--- config.mk ---
export PLATFORM = sky130hd
export DESIGN_NAME = reference_select_gate_generator
export DESIGN_NICKNAME = d
export VERILOG_FILES = /design/src/gate_gen_pkg.sv /design/src/tick_if.sv /design/src/reference_select_gate_generator.sv /design/src/reference_prescaler.sv
export VERILOG_INCLUDE_DIRS = /design/src
export SDC_FILE = /design/constraint.sdc
export NUM_CORES = 1
export LEC_CHECK = 0
export ABC_AREA = 1
export BUFFER_PORTS_ARGS = -buffer_cell sky130_fd_sc_hd__buf_2
export CAP_MARGIN = 20
export CORE_AREA = 2 2 99 101
export DETAILED_ROUTE_END_ITERATION = 7
export DIE_AREA = 0 0 101 103
export PLACE_DENSITY = 0.71
export SKIP_CTS_REPAIR_TIMING = 1
export SLEW_MARGIN = 20
export SYNTH_ARGS = -nofsm -noshare
export SYNTH_HDL_FRONTEND = slang
export SYNTH_HIERARCHICAL = 1
export SYNTH_SLANG_ARGS = --single-unit
export TNS_END_PERCENT = 10
--- constraint.sdc ---
create_clock -name pclk -period 2.49 [get_ports pclk]
set_clock_uncertainty 0.2 [all_clocks]
set_input_delay 0.1245 -clock pclk [delete_from_list [all_inputs] [get_ports pclk]]
set_output_delay 0.1245 -clock pclk [all_outputs]
set_load 0.005 [all_outputs]
--- src/gate_gen_regs.svh ---
`ifndef GATE_GEN_REGS_SVH
`define GATE_GEN_REGS_SVH
`define ADDR_CTRL 12'h000
`define ADDR_STATUS 12'h004
`define CTRL_SEL_BIT 0
`define CTRL_ARM_SET_BIT 1
`define CTRL_ARM_CLR_BIT 2
`define CTRL_GT_LSB 4
`define CTRL_GT_MSB 6
`define ST_GATE_BIT 0
`define ST_ARM_BIT 1
`define ST_SYNC_BIT 2
`define ST_TERM_BIT 3
`define ST_DONE_BIT 4
`define PRESCALE_DECADE 4'h9
`define GT_CODE_MIN 3'h1
`define GT_CODE_MAX 3'h5
`define GT_RATIO_1 32'h0000000A
`define GT_RATIO_2 32'h00000064
`define GT_RATIO_3 32'h000003E8
`define GT_RATIO_4 32'h00002710
`define GT_RATIO_5 32'h000186A0
`define CTRL_SEL_RESET 1'b1
`define CTRL_GT_RESET 3'h1
`endif

--- src/gate_gen_pkg.sv ---
package gate_gen_pkg;
  typedef enum logic [1:0] {
    ST_FREE = 2'b00,
    ST_INIT = 2'b01,
    ST_WAIT = 2'b10,
    ST_RUN = 2'b11
  } gate_state_t;
  typedef logic [2:0] gate_code_t;
endpackage

--- src/tick_if.sv ---
`timescale 1ns/1ps
interface tick_if;
  logic tick_10m;
  logic tick_100k;
  modport src (output tick_10m, output tick_100k);
  modport dst (input tick_10m, input tick_100k);
endinterface

--- src/reference_select_gate_generator.sv ---
// Implementation choices: the APB slave port and the register addresses.
`timescale 1ns/1ps
`include "gate_gen_regs.svh"
// Notes on behaviour
// - Select high: internal path on, internal 10 MHz used as timebase.
// - Select low: internal path and rear driver off, external reference used.
// - Reference driven outward on the shared line only in internal mode.
// - Selected reference forwarded as converter clock output.
// - Two decade stages divide reference by 100 to 100 kHz.
// - Gate length selectable in decades, 100 us to 1 s.
// - Codes 1..5 select 10 to 100000 periods of 100 kHz.
// - Gate flop enabled by divider and control flops, clocked by 100 kHz.
// - While idle with arm clear, divider runs freely.
// - Setting arm clears sync flop and resets divider.
// - First 100 kHz tick after arming puts gate flop in closed state.
// - Controller pulses arm clear; next tick sets sync flop.
// - Following tick opens gate; divider starts counting.
// - Divider terminal output high after half the interval.
// - At full count terminal low, arm set, sync cleared, close pending.
// - Next tick closes gate; length equals selected period count.
// - Gate and 100 kHz clock delivered to count chain.
module reference_select_gate_generator #(
  parameter int CNT_W = 17
) (
  // APB
  input wire logic pclk,
  input wire logic presetn,
  input wire logic psel,
  input wire logic penable,
  input wire logic pwrite,
  input wire logic [11:0] paddr,
  input wire logic [31:0] pwdata,
  output logic [31:0] prdata,
  output logic pready,
  output logic pslverr,
  // Reference inputs, sampled in pclk domain
  input wire logic internal_ref,
  input wire logic reference_io_line_in,
  // Reference line and path enables
  output logic reference_io_line_out,
  output logic reference_io_line_oe,
  output logic internal_path_en,
  output logic external_path_en,
  // Clocks and gate to converter and count chain
  output logic converter_clock_output,
  output logic chain_ref_100k,
  output logic chain_gate
);
  import gate_gen_pkg::*;

  function automatic logic [CNT_W-1:0] ratio_of(input gate_code_t code);
    case (code)
      3'h1: ratio_of = CNT_W'(`GT_RATIO_1);
      3'h2: ratio_of = CNT_W'(`GT_RATIO_2);
      3'h3: ratio_of = CNT_W'(`GT_RATIO_3);
      3'h4: ratio_of = CNT_W'(`GT_RATIO_4);
      3'h5: ratio_of = CNT_W'(`GT_RATIO_5);
      default: ratio_of = '0;
    endcase
  endfunction

  ////////////////////////////////////////////////////////////////////////////
  logic ref_select;
  gate_code_t gate_code;
  logic gate_arm_flop;
  logic gate_sync_flop;
  logic gate_output_flop;
  logic gate_done;
  logic [CNT_W-1:0] gate_time_divider;
  logic term_out;
  logic int_q;
  logic ext_q;
  logic ref_q;
  gate_state_t state;
  tick_if ticks ();

  wire wr_en = psel && penable && pwrite;
  wire rd_en = psel && !pwrite;
  wire hit_ctrl = paddr == `ADDR_CTRL;
  wire hit_status = paddr == `ADDR_STATUS;
  wire hit_any = hit_ctrl || hit_status;
  wire arm_set_req = wr_en && hit_ctrl && pwdata[`CTRL_ARM_SET_BIT];
  wire arm_clr_req = wr_en && hit_ctrl && pwdata[`CTRL_ARM_CLR_BIT];
  wire tick = ticks.tick_100k;
  wire code_ok = gate_code >= `GT_CODE_MIN && gate_code <= `GT_CODE_MAX;
  wire [CNT_W-1:0] ratio = ratio_of(gate_code);
  wire [CNT_W-1:0] half = ratio >> 1;
  wire at_end = gate_time_divider == ratio - CNT_W'(1);
  wire sel_ref = ref_select ? int_q : ext_q;
  wire ref_edge = sel_ref && !ref_q;
  wire [31:0] status_word = {27'h0, gate_done, term_out, gate_sync_flop, gate_arm_flop,
                             gate_output_flop};
  wire [31:0] ctrl_word = {25'h0, gate_code, 3'h0, ref_select};

  ////////////////////////////////////////////////////////////////////////////
  // Register bus, zero wait states; unmapped reads zero with error
  always_ff @(posedge pclk or negedge presetn) begin
    if (!presetn) begin
      prdata <= 32'h0;
      pready <= 1'b0;
      pslverr <= 1'b0;
    end else begin
      pready <= psel && !penable;
      pslverr <= psel && !penable && !hit_any;
      prdata <= (rd_en && hit_ctrl) ? ctrl_word :
                (rd_en && hit_status) ? status_word : 32'h0;
    end
  end

  always_ff @(posedge pclk or negedge presetn) begin
    if (!presetn) begin
      ref_select <= `CTRL_SEL_RESET;
      gate_code <= `CTRL_GT_RESET;
    end else if (wr_en && hit_ctrl && pready) begin
      ref_select <= pwdata[`CTRL_SEL_BIT];
      gate_code <= pwdata[`CTRL_GT_MSB:`CTRL_GT_LSB];
    end
  end

  ////////////////////////////////////////////////////////////////////////////
  // Reference selection and edge detect; samples are plain pin inputs
  always_ff @(posedge pclk or negedge presetn) begin
    if (!presetn) begin
      int_q <= 1'b0;
      ext_q <= 1'b0;
      ref_q <= 1'b0;
    end else begin
      int_q <= internal_ref;
      ext_q <= reference_io_line_in;
      ref_q <= sel_ref;
    end
  end

  reference_prescaler u_prescaler (
    .pclk(pclk),
    .presetn(presetn),
    .ref_edge(ref_edge),
    .ticks(ticks)
  );

  always_ff @(posedge pclk or negedge presetn) begin
    if (!presetn) begin
      internal_path_en <= 1'b1;
      external_path_en <= 1'b0;
      reference_io_line_oe <= 1'b0;
      reference_io_line_out <= 1'b0;
      converter_clock_output <= 1'b0;
      chain_ref_100k <= 1'b0;
    end else begin
      internal_path_en <= ref_select;
      external_path_en <= !ref_select;
      reference_io_line_oe <= ref_select;
      reference_io_line_out <= ref_select && int_q;
      converter_clock_output <= sel_ref;
      chain_ref_100k <= tick;
    end
  end

  ////////////////////////////////////////////////////////////////////////////
  // Gate sequencer; all changes happen on 100 kHz ticks except arm writes and the gate close on an invalid code
  always_ff @(posedge pclk or negedge presetn) begin
    if (!presetn) begin
      state <= ST_FREE;
      gate_arm_flop <= 1'b0;
      gate_sync_flop <= 1'b0;
      gate_output_flop <= 1'b0;
      gate_done <= 1'b0;
      gate_time_divider <= '0;
      term_out <= 1'b0;
    end else begin
      case (state)
        ST_FREE: begin
          // Free-runs only with arm clear; a set arm holds the divider cleared
          if (tick && !gate_arm_flop) begin
            gate_time_divider <= at_end ? '0 : gate_time_divider + CNT_W'(1);
          end
          if (arm_clr_req) begin
            gate_arm_flop <= 1'b0;
          end
          if (arm_set_req) begin
            gate_arm_flop <= 1'b1;
            gate_sync_flop <= 1'b0;
            gate_time_divider <= '0;
            gate_done <= 1'b0;
            term_out <= 1'b0;
            state <= ST_INIT;
          end
        end
        ST_INIT: begin
          if (tick) begin
            gate_output_flop <= 1'b0;
          end
          if (arm_clr_req) begin
            gate_arm_flop <= 1'b0;
            state <= ST_WAIT;
          end
        end
        ST_WAIT: begin
          if (tick && code_ok) begin
            gate_sync_flop <= 1'b1;
            state <= ST_RUN;
          end
        end
        ST_RUN: begin
          if (tick && gate_sync_flop) begin
            gate_output_flop <= 1'b1;
            gate_time_divider <= gate_time_divider + CNT_W'(1);
            if (gate_time_divider + CNT_W'(1) == half) begin
              term_out <= 1'b1;
            end
            if (at_end) begin
              term_out <= 1'b0;
              gate_arm_flop <= 1'b1;
              gate_sync_flop <= 1'b0;
              gate_time_divider <= '0;
            end
          end else if (tick && gate_arm_flop) begin
            gate_output_flop <= 1'b0;
            gate_done <= 1'b1;
            state <= ST_FREE;
          end
        end
        default: state <= ST_FREE;
      endcase
      if (!code_ok && state != ST_RUN) begin
        gate_output_flop <= 1'b0;
      end
    end
  end

  // arm left set after close; processor clears it via the clear bit
  always_comb chain_gate = gate_output_flop;
endmodule

--- src/reference_prescaler.sv ---
`timescale 1ns/1ps
`include "gate_gen_regs.svh"
module reference_prescaler (
  // Clock and reset
  input wire logic pclk,
  input wire logic presetn,
  // Selected reference edge
  input wire logic ref_edge,
  // Ticks out
  tick_if.src ticks
);
  logic [3:0] units;
  logic [3:0] tens;
  wire units_wrap = ref_edge && (units == `PRESCALE_DECADE);
  wire tens_wrap = units_wrap && (tens == `PRESCALE_DECADE);
  assign ticks.tick_10m = ref_edge;
  assign ticks.tick_100k = tens_wrap;
  // Two cascaded decades give divide by 100
  always_ff @(posedge pclk or negedge presetn) begin
    if (!presetn) begin
      units <= 4'h0;
      tens <= 4'h0;
    end else if (ref_edge) begin
      units <= units_wrap ? 4'h0 : units + 4'h1;
      if (units_wrap) begin
        tens <= tens_wrap ? 4'h0 : tens + 4'h1;
      end
    end
  end
endmodule

==> impl_results.md, run 1 <==
* Hold Path Depth at 3
* Critical path type: reg2reg
* Clk sink count at 53
* Critical path peak fanout at 4
* Status: finished, violations left
* Hold Path Origin: paddr[3]
* Sequential share of power at 55.0%
* Clock power share at 31.0%
* Slowest library cell on the worst path: dfstp_2
* Power per standard cell area at 390 nW/um^2
* Share of layout cells above drive strength 1 at 21.6%
* Die ar. at 10400 um^2
* Total core area at 9460 um^2
* I/O Buffers at 40
* Die height at 103 um
* Reg clk slew, reported paths at 0.11 ns
* Slew Limit Fails at 0
* Total of warnings raised by yosys at 6
* Via count at 3640
* Period Utilization, post-route at 94.5%
* Net count reported at finish at 669
* Internal Power at 1.23 mW
* # fillers at 914
* CP Data Required Time at 2.50 ns
* Vias/cell at 5.05
* Dpl hpwl at 7.41 mm
* CTS tree: built
* IR Drop Worst-Case VDD at 254 uV
* Post-Route Utilization at 47.6%
* Sw Share at 29.9%
* Post-Place Cells at 701
* Fin Hold WS at -0.0247 ns
* Crit path top cell by count: nand2_1
* Total Routing Usage GR at 18.4%
* Total iterations of the first detailed-routing run at 5
* Worst reg-to-reg path cell count at 12
* Routed WL per cell at 13.6 um
* GRT Residual Overflow at 0
* H-Tree Depth at 2
* CP Capture Type: flop
* Initial Util at 38.5%
* Most common cell after layout, fill and taps aside: nand2_1
* CP max stage delay at 0.59 ns
* Synthesis-to-finish area growth at 23.6%
* Commonest cells after routing, fill and taps aside: 135 x nand2_1, 60 x nor2_1, 55 x inv_1, 53 x nand3_1, 50 x dfrtp_1
* Cell count after synthesis at 514
* Syn Std Cell Area at 3640 um^2
* Number of remaining DRC errors at 0
* Final setup vio count at 0
* Cts bufs inserted at 5
* Crit path time final at 2.35 ns
* Sum Neg Setup Slack at 0 ns
* Ant diodes at 0
* Vias in the first global route at 3221
* Crit path cell chain: buf_4 > buf_4 > o21ai_0 > nand2_1 > buf_4 > inv_1 > o21ai_0 > inv_1 > nor4_2 > nand2_1 > nand2_1 > nand2_1
* Worst min path class: in2reg
* Initial antenna violation count at 0
* First-pass GRT wire length at 15.2 mm
* RD Place Congestion at 0.975
* Detailed-route wire length at 9.79 mm
* CTS root buf: clkbuf_8
* Largest net degree at the start of global routing at 26
* CP Launch Type: flop
* Max Clock Freq at 425 MHz
* Antenna-violating nets left at 0
* Critical path arrival at 2.36 ns
* Site Rows at 36
* Endpoint, Worst Hold: pslverr
* Combinational Power Share at 14.0%
* Non-Filler Instances at 721
* Ports at 92
* Avg Cell Area, Syn at 7.08 um^2
* Net Switching at 0.525 mW
* Failing checks: negative hold slack
* Clk Latency, worst-skew pair at 0.31 ns
* Worst-case clock buffer depth at 2
* Total power at 1.76 mW
* Crit Reg-Reg Startpoint: gate_code[0]
* Final hold vios at 1
* Die width at 101 um
* Reg-to-Reg End: gate_sync_flop
* Max Cap Viol at 0
* Initial DRC count at 237
* Reg2Reg Setup Slack at 0.14 ns
* Static leakage at 2.51 nW
* RSZ-0062 raised after global routing: yes
-- area by class of cell --
type                    count  area [um^2]  share of cell area [%]
clock buffers               5         68.8                    1.53
clock inverters             3         33.8                   0.751
inverters                  61          229                    5.09
multi-input cells         394         2060                    45.7
flip-flops and latches     53         1330                    29.6
well taps                 114          143                    3.17
repair buffers             91          637                    14.2
-- flip-flops by register name, summed over array words and instances (netlist names), 2 cells and up --
name and flops:
gate_time_divider 17, prdata 7, u_prescaler/tens 4, u_prescaler/units 4, gate_code 3, state 2
-- worst max path at each step --
stage                            start               endpoint  slack (ns)
after CTS                   ref_select   gate_time_divider[9]        0.02
after detailed placement  gate_code[0]   gate_time_divider[9]        0.05
after global routing      gate_code[0]   gate_time_divider[4]       -0.03
final                     gate_code[0]         gate_sync_flop        0.14
after floorplan             ref_select  gate_time_divider[11]        0.02
after global placement    gate_code[0]  gate_time_divider[11]        0.09
-- per-stage QoR --
stage	worst slack [ns]	cell area, um^2	hold slack, ns
2_1_floorplan	0.0176	3740	-0.371
3_3_place_gp	0.0858	4180	-0.161
3_5_place_dp	0.0492	4180	-0.152
4_1_cts	0.0155	4280	-0.504
5_1_grt	-0.0256	4500	0.0119
6_report	0.138	4500	-0.0247
-- power groups by stage --
stage | clock network [mW] | logic [mW] | registers [mW]
6_report | 0.544 | 0.246 | 0.965
2_1_floorplan | 0 | 0.183 | 0.968
5_1_grt | 0.588 | 0.290 | 0.972
3_3_place_gp | 0 | 0.216 | 0.973
3_5_place_dp | 0 | 0.226 | 0.981
4_1_cts | 0.556 | 0.228 | 0.964
-- routing by layer --
layer  track usage [%]  vias up  wire [um]
met5                 0        -          0
met2              32.7      121       4950
met4              5.93        0        248
met1              23.7     1694       4200
met3              1.63       26        387
li1                  -     1799          -
-- worst max-delay path: cells and delay by family (launching register included) --
kind	cells	cell delay, ns
buf+inv	5	0.50
simple gates	5	0.59
flops	1	0.59
compound gates	2	0.36
Note: power is estimated with default switching activity, not from simulation.
==> run 2: changes to the inputs <==
--- a/config.mk
+++ b/config.mk
@@ -6,12 +6,11 @@
 export SDC_FILE = /design/constraint.sdc
 export NUM_CORES = 1
 export LEC_CHECK = 0
-export ABC_AREA = 1
 export BUFFER_PORTS_ARGS = -buffer_cell sky130_fd_sc_hd__buf_2
 export CAP_MARGIN = 20
-export CORE_AREA = 2 2 99 101
+export CORE_AREA = 2 2 103 105
 export DETAILED_ROUTE_END_ITERATION = 7
-export DIE_AREA = 0 0 101 103
+export DIE_AREA = 0 0 105 107
 export PLACE_DENSITY = 0.71
 export SKIP_CTS_REPAIR_TIMING = 1
 export SLEW_MARGIN = 20
==> run 2 against run 1 <==
Net effect: the run ends with negative setup slack left; die area up 8.0%; sequential share of layout area fell by 3.1 points; worst setup slack lost 0.54 ns; flip-flop and latch count unchanged; largest power group unchanged; highest routed layer unchanged.
==> impl_results.md, run 2 <==
* Critical path arrival at 2.91 ns
* Syn Std Cell Area at 3950 um^2
* Hold Path Depth at 4
* Reg with most FFs: gate_time_divider
* Max Clock Freq at 346 MHz
* Detailed-route wire length at 10.9 mm
* Final setup vio count at 22
* Reg clk slew, reported paths at 0.10 ns
* Routed WL per cell at 15.5 um
* Worst reg-to-reg path cell count at 8
* Die ar. at 11200 um^2
* Antenna-violating nets left at 0
* Fin Hold WS at 0.0129 ns
* CTS tree: built
* Critical path type: reg2reg
* Vias in the first global route at 3625
* Initial Util at 39.1%
* CP delay by family, top: simple AND/OR/NAND/NOR gates
* Commonest cells after routing, fill and taps aside: 88 x buf_4, 49 x dfrtp_1, 40 x buf_2, 35 x nand2_1, 26 x nor2_1
* Most common cell after layout, fill and taps aside: buf_4
* H-Tree Depth at 2
* Buf/Inv on CP at 1
* CTS root buf: clkbuf_8
* Ant diodes at 0
* GRT Residual Overflow at 0
* Crit path cell chain: or3b_1 > a211o_1 > a32oi_1 > nand4_1 > or4_4 > buf_6 > a31oi_1 > a21oi_1
* CP Capture Type: flop
* CP Data Required Time at 2.51 ns
* IR Drop Worst-Case VDD at 275 uV
* Clk sink count at 53
* Total Routing Usage GR at 19.7%
* CP max stage delay at 0.65 ns
* Die width at 105 um
* Failing checks: negative setup slack
* Share of layout cells above drive strength 1 at 30.6%
* Worst min path class: in2reg
* Vias/cell at 5.38
* Dpl hpwl at 8.31 mm
* CP Launch Type: flop
* Slowest library cell on the worst path: dfstp_2
* Die height at 107 um
* Reg2Reg Setup Slack at -0.40 ns
* Avg Cell Area, Syn at 8.66 um^2
* RSZ-0062 raised after global routing: yes
* Final hold vios at 0
* Net count reported at finish at 631
* Ports at 92
* Normalized max-slew margin at 53.5%
* Crit Reg-Reg Startpoint: gate_code[0]
* Critical path peak fanout at 12
* Post-Route Utilization at 49.8%
* Area of the multi-input gates at 2330 um^2
* Via count at 3791
* Hold Path Origin: pwdata[2]
* Initial DRC count at 230
* Endpoint, Worst Hold: gate_arm_flop
* Site Rows at 37
* Least-Margin Pin Slew at 0.698 ns
* Period Utilization, post-route at 116%
* Largest net degree at the start of global routing at 54
* Clk Latency, worst-skew pair at 0.33 ns
* Reg-to-Reg End: gate_time_divider[8]
* Total core area at 10100 um^2
* Synthesis-to-finish area growth at 27.3%
* Sum Neg Setup Slack at -7.57 ns
* # fillers at 948
* Number of remaining DRC errors at 0
* FF+latch area at 1330 um^2
* Total iterations of the first detailed-routing run at 5
* Crit path time final at 2.89 ns
* Slew Limit Fails at 0
* Cts bufs inserted at 5
* I/O Buffers at 40
* Power per standard cell area at 458 nW/um^2
* Total of warnings raised by yosys at 6
* Total power at 2.30 mW
* Status: finished, violations left
* Final setup margin at -0.403 ns
* Initial antenna violation count at 0
* Cell count after synthesis at 456
* Static leakage at 2.30 nW
* RD Place Congestion at 0.960
* Max reg flops at 17
* First-pass GRT wire length at 17.7 mm
* Worst-case clock buffer depth at 2
* Regs by FF count: gate_time_divider: 17 flops, prdata: 7 flops
* Max Cap Viol at 0
==> run 2: worst max path at each step <==
stage                      start               endpoint  slack [ns]  cells past startpoint
CTS                 gate_code[1]   gate_time_divider[8]       -0.47                     11
detailed placement  gate_code[1]   gate_time_divider[3]       -0.44                     10
floorplan           gate_code[0]  gate_time_divider[11]       -0.41                     12
global placement    gate_code[1]   gate_time_divider[1]       -0.41                     10
global route        gate_code[0]   gate_time_divider[2]       -0.51                      9
finish              gate_code[0]   gate_time_divider[8]       -0.40                      8
==> run 2: worst reg2reg max path, cell delays in order, from the launching register on <==
cell,delay [ns]
dfstp_2,0.65
or3b_1,0.37
a211o_1,0.30
a32oi_1,0.22
nand4_1,0.12
or4_4,0.54
buf_6,0.18
a31oi_1,0.17
a21oi_1,0.06
==> run 2: metrics by stage <==
stage	instance area (um^2)	cells	worst slack [ns]
2_1_floorplan	4100	480	-0.411
3_3_place_gp	4750	683	-0.405
3_5_place_dp	4750	683	-0.442
4_1_cts	4860	691	-0.469
5_1_grt	5030	705	-0.507
6_report	5030	705	-0.403
==> run 2: final cells by class <==
cell class	count	area share, %
Tap cell	136	3.38
Inverter	21	1.57
Clock inverter	2	0.771
Clock buffer	6	1.44
Multi-Input combinational cell	346	46.4
Timing Repair Buffer	141	19.9
Sequential cell	53	26.5
==> run 2: power by group <==
part,internal (mW),leakage (nW),switching [mW]
clock,0.302,0.0554,0.307
combinational,0.311,1.56,0.366
sequential,0.940,0.685,0.0761
==> run 2: metal layers <==
metal	global-route usage (%)	part of all wire (%)	vias up
li1	-	-	1808
met1	24.9	42	1800
met2	34.4	50	159
met3	2.98	5.7	24
met4	6.38	2.3	0
met5	0	0	-
==> run 3: changes to the inputs <==
--- a/config.mk
+++ b/config.mk
@@ -6,12 +6,13 @@
 export SDC_FILE = /design/constraint.sdc
 export NUM_CORES = 1
 export LEC_CHECK = 0
+export ABC_AREA = 1
 export BUFFER_PORTS_ARGS = -buffer_cell sky130_fd_sc_hd__buf_2
 export CAP_MARGIN = 20
-export CORE_AREA = 2 2 103 105
+export CORE_AREA = 2 2 99 101
 export DETAILED_ROUTE_END_ITERATION = 7
-export DIE_AREA = 0 0 105 107
-export PLACE_DENSITY = 0.71
+export DIE_AREA = 0 0 101 103
+export PLACE_DENSITY = 0.69
 export SKIP_CTS_REPAIR_TIMING = 1
 export SLEW_MARGIN = 20
 export SYNTH_ARGS = -nofsm -noshare
==> constraint.sdc (replaced) <==
create_clock -name pclk -period 2.99 [get_ports pclk]
set_clock_uncertainty 0.2 [all_clocks]
set_input_delay 0.1495 -clock pclk [delete_from_list [all_inputs] [get_ports pclk]]
set_output_delay 0.1495 -clock pclk [all_outputs]
set_load 0.005 [all_outputs]
==> run 3 against run 2 <==
Net effect: the run now ends clean; register-to-register slack better by 0.66 ns; largest cell class unchanged; via count fell by 7.0%; utilization down 5.9 points; die area shrank 7.4%; combinational power is 72% lower; global-route usage shrank 1.3 points; final area down 17%; critical path type unchanged; routed wire length shrank 16%.
==> impl_results.md, run 3 (same netlist as run 1, synthesis figures left out) <==
* Worst min path class: in2reg
* Max reg flops at 17
* Non-Filler Instances at 692
* I/O Buffers at 40
* Cts bufs inserted at 5
* Ant diodes at 0
* Reg with most FFs: gate_time_divider
* Synthesis-to-finish area growth at 14.2%
* Max Cap Viol at 0
* Post-Place Cells at 674
* Antenna-violating nets left at 0
* Vias in the first global route at 3335
* Net Switching at 0.432 mW
* Least-Margin Pin Slew at 0.546 ns
* Normalized max-slew margin at 63.4%
* CTS root buf: clkbuf_8
* Slew Limit Fails at 0
* Net count reported at finish at 640
* Sum Neg Setup Slack at 0 ns
* Static leakage at 2.33 nW
* Crit path from: ref_select
* Die ar. at 10400 um^2
* Number of remaining DRC errors at 0
* Critical path type: reg2reg
* Detailed-route wire length at 9.22 mm
* CP Capture Type: flop
* Crit path time final at 2.73 ns
* Status: complete, no violations
* Via count at 3525
* Routed WL per cell at 13.3 um
* Ports at 92
* Power per standard cell area at 350 nW/um^2
* First-pass GRT wire length at 15.3 mm
* Clock power share at 31.8%
* Most common cell after layout, fill and taps aside: nand2_1
* Reg clk slew, reported paths at 0.11 ns
* Total core area at 9460 um^2
* Critical path arrival at 2.78 ns
* Worst-case clock buffer depth at 2
* Regs by FF count: gate_time_divider: 17 flops, prdata: 7 flops
* Largest net degree at the start of global routing at 38
* Sw Share at 29.8%
* Crit Reg-Reg Startpoint: ref_select
* CP Launch Type: flop
* Sequential share of power at 55.2%
* Combinational Power Share at 13.1%
* H-Tree Depth at 2
* Initial DRC count at 194
* Site Rows at 36
* Die height at 103 um
* CTS tree: built
* Final setup vio count at 0
* Buf/Inv on CP at 3
* Clk sink count at 53
* Hold Path Origin: paddr[3]
* Initial antenna violation count at 0
* GRT Residual Overflow at 0
* Initial Util at 38.5%
* Period Utilization, post-route at 91.4%
* Critical path peak fanout at 5
* Total Routing Usage GR at 18.4%
* CP delay by family, top: simple AND/OR/NAND/NOR gates
* IR Drop Worst-Case VDD at 213 uV
* Total iterations of the first detailed-routing run at 5
* RSZ-0062 raised after global routing: no
* Internal Power at 1.02 mW
* Slowest library cell on the worst path: dfstp_2
* Share of layout cells above drive strength 1 at 15.1%
* Dpl hpwl at 6.98 mm
* Commonest cells after routing, fill and taps aside: 140 x nand2_1, 63 x nor2_1, 56 x inv_1, 55 x nand3_1, 50 x dfrtp_1
* Final hold vios at 0
* Clk Latency, worst-skew pair at 0.32 ns
* RD Place Congestion at 0.985
* Crit path cell chain: nand2_1 > a21oi_1 > nand2_2 > nor2_8 > nand2_1 > inv_1 > nand2_1 > inv_1 > nor2_1 > nor2_1 > nand2_2 > nor2_4 > nand2_2 > buf_4 > o22ai_1
* CP max stage delay at 0.57 ns
* CP Data Required Time at 3.03 ns
* Max Clock Freq at 366 MHz
* Die width at 101 um
* Vias/cell at 5.09
[run 3: cell types whose count changed in the layout (fill, tap and decap cells not counted), sizes merged, moves of 6 or more]
cell    change
a211oi      -6
a31oi      -10
buf        -78
inv        +42
mux2        -6
mux2i      -11
nand2     +109
nand3      +32
nor2       +39
nor2b      -10
nor3       -11
o22ai      +13
xnor2      -10
[run 3: final timing paths]
check / to / slack (ns) / cells past startpoint
min in group asynchronous: gate_time_divider[7] / 0.08 / 2
min reg2reg: internal_path_en / 0.20 / 0
min: pslverr / 0.03 / 3
max reg2reg: gate_time_divider[6] / 0.26 / 15
max: gate_time_divider[6] / 0.26 / 15
max in group asynchronous: ref_select / 1.67 / 3
[run 3: layer usage]
layer	wire, um	vias to the layer above	global-route usage (%)
met1	3900	1610	23.1
met3	565	19	2.24
met4	187	0	6.55
met2	4560	152	32.6
met5	0	-	0
li1	-	1744	-
[run 3: final cells by class]
type                       instances  area [um^2]
timing repair buffer              62          403
clock inverter                     3         28.8
clock buffer                       5         68.8
tap                              114          143
inverter                          61          229
fill                             942         5300
multi-input combinational        394         1950
sequential                        53         1330
[run 3: metrics by stage]
| stage | total power [mW] | utilization [%] | worst slack [ns] | cell area (um^2) | hold slack [ns] |
|---|---|---|---|---|---|
| 6_report | 1.45 | 43.9 | 0.257 | 4160 | 0.0270 |
| 5_1_grt | 1.53 | 43.9 | 0.0463 | 4160 | 0.0572 |
| 4_1_cts | 1.46 | 42.8 | 0.241 | 4050 | -0.445 |
| 3_5_place_dp | 0.997 | 41.8 | 0.255 | 3960 | -0.0898 |
| 3_3_place_gp | 0.986 | 41.8 | 0.280 | 3960 | -0.0889 |
| 2_1_floorplan | 0.957 | - | 0.278 | 3730 | -0.346 |
[run 3: power by group through the flow]
stage	clock network (mW)	logic (mW)	registers, mW
after floorplan	0	0.151	0.806
after global placement	0	0.175	0.811
after detailed placement	0	0.183	0.814
after CTS	0.473	0.184	0.801
after global routing	0.496	0.223	0.807
final	0.461	0.190	0.801
[run 3: worst min-delay path, delay by kind of cell]
kind | cells | cell delay (ns)
AND/OR/NAND/NOR | 2 | 0.24
buffers and inverters | 1 | 0.09
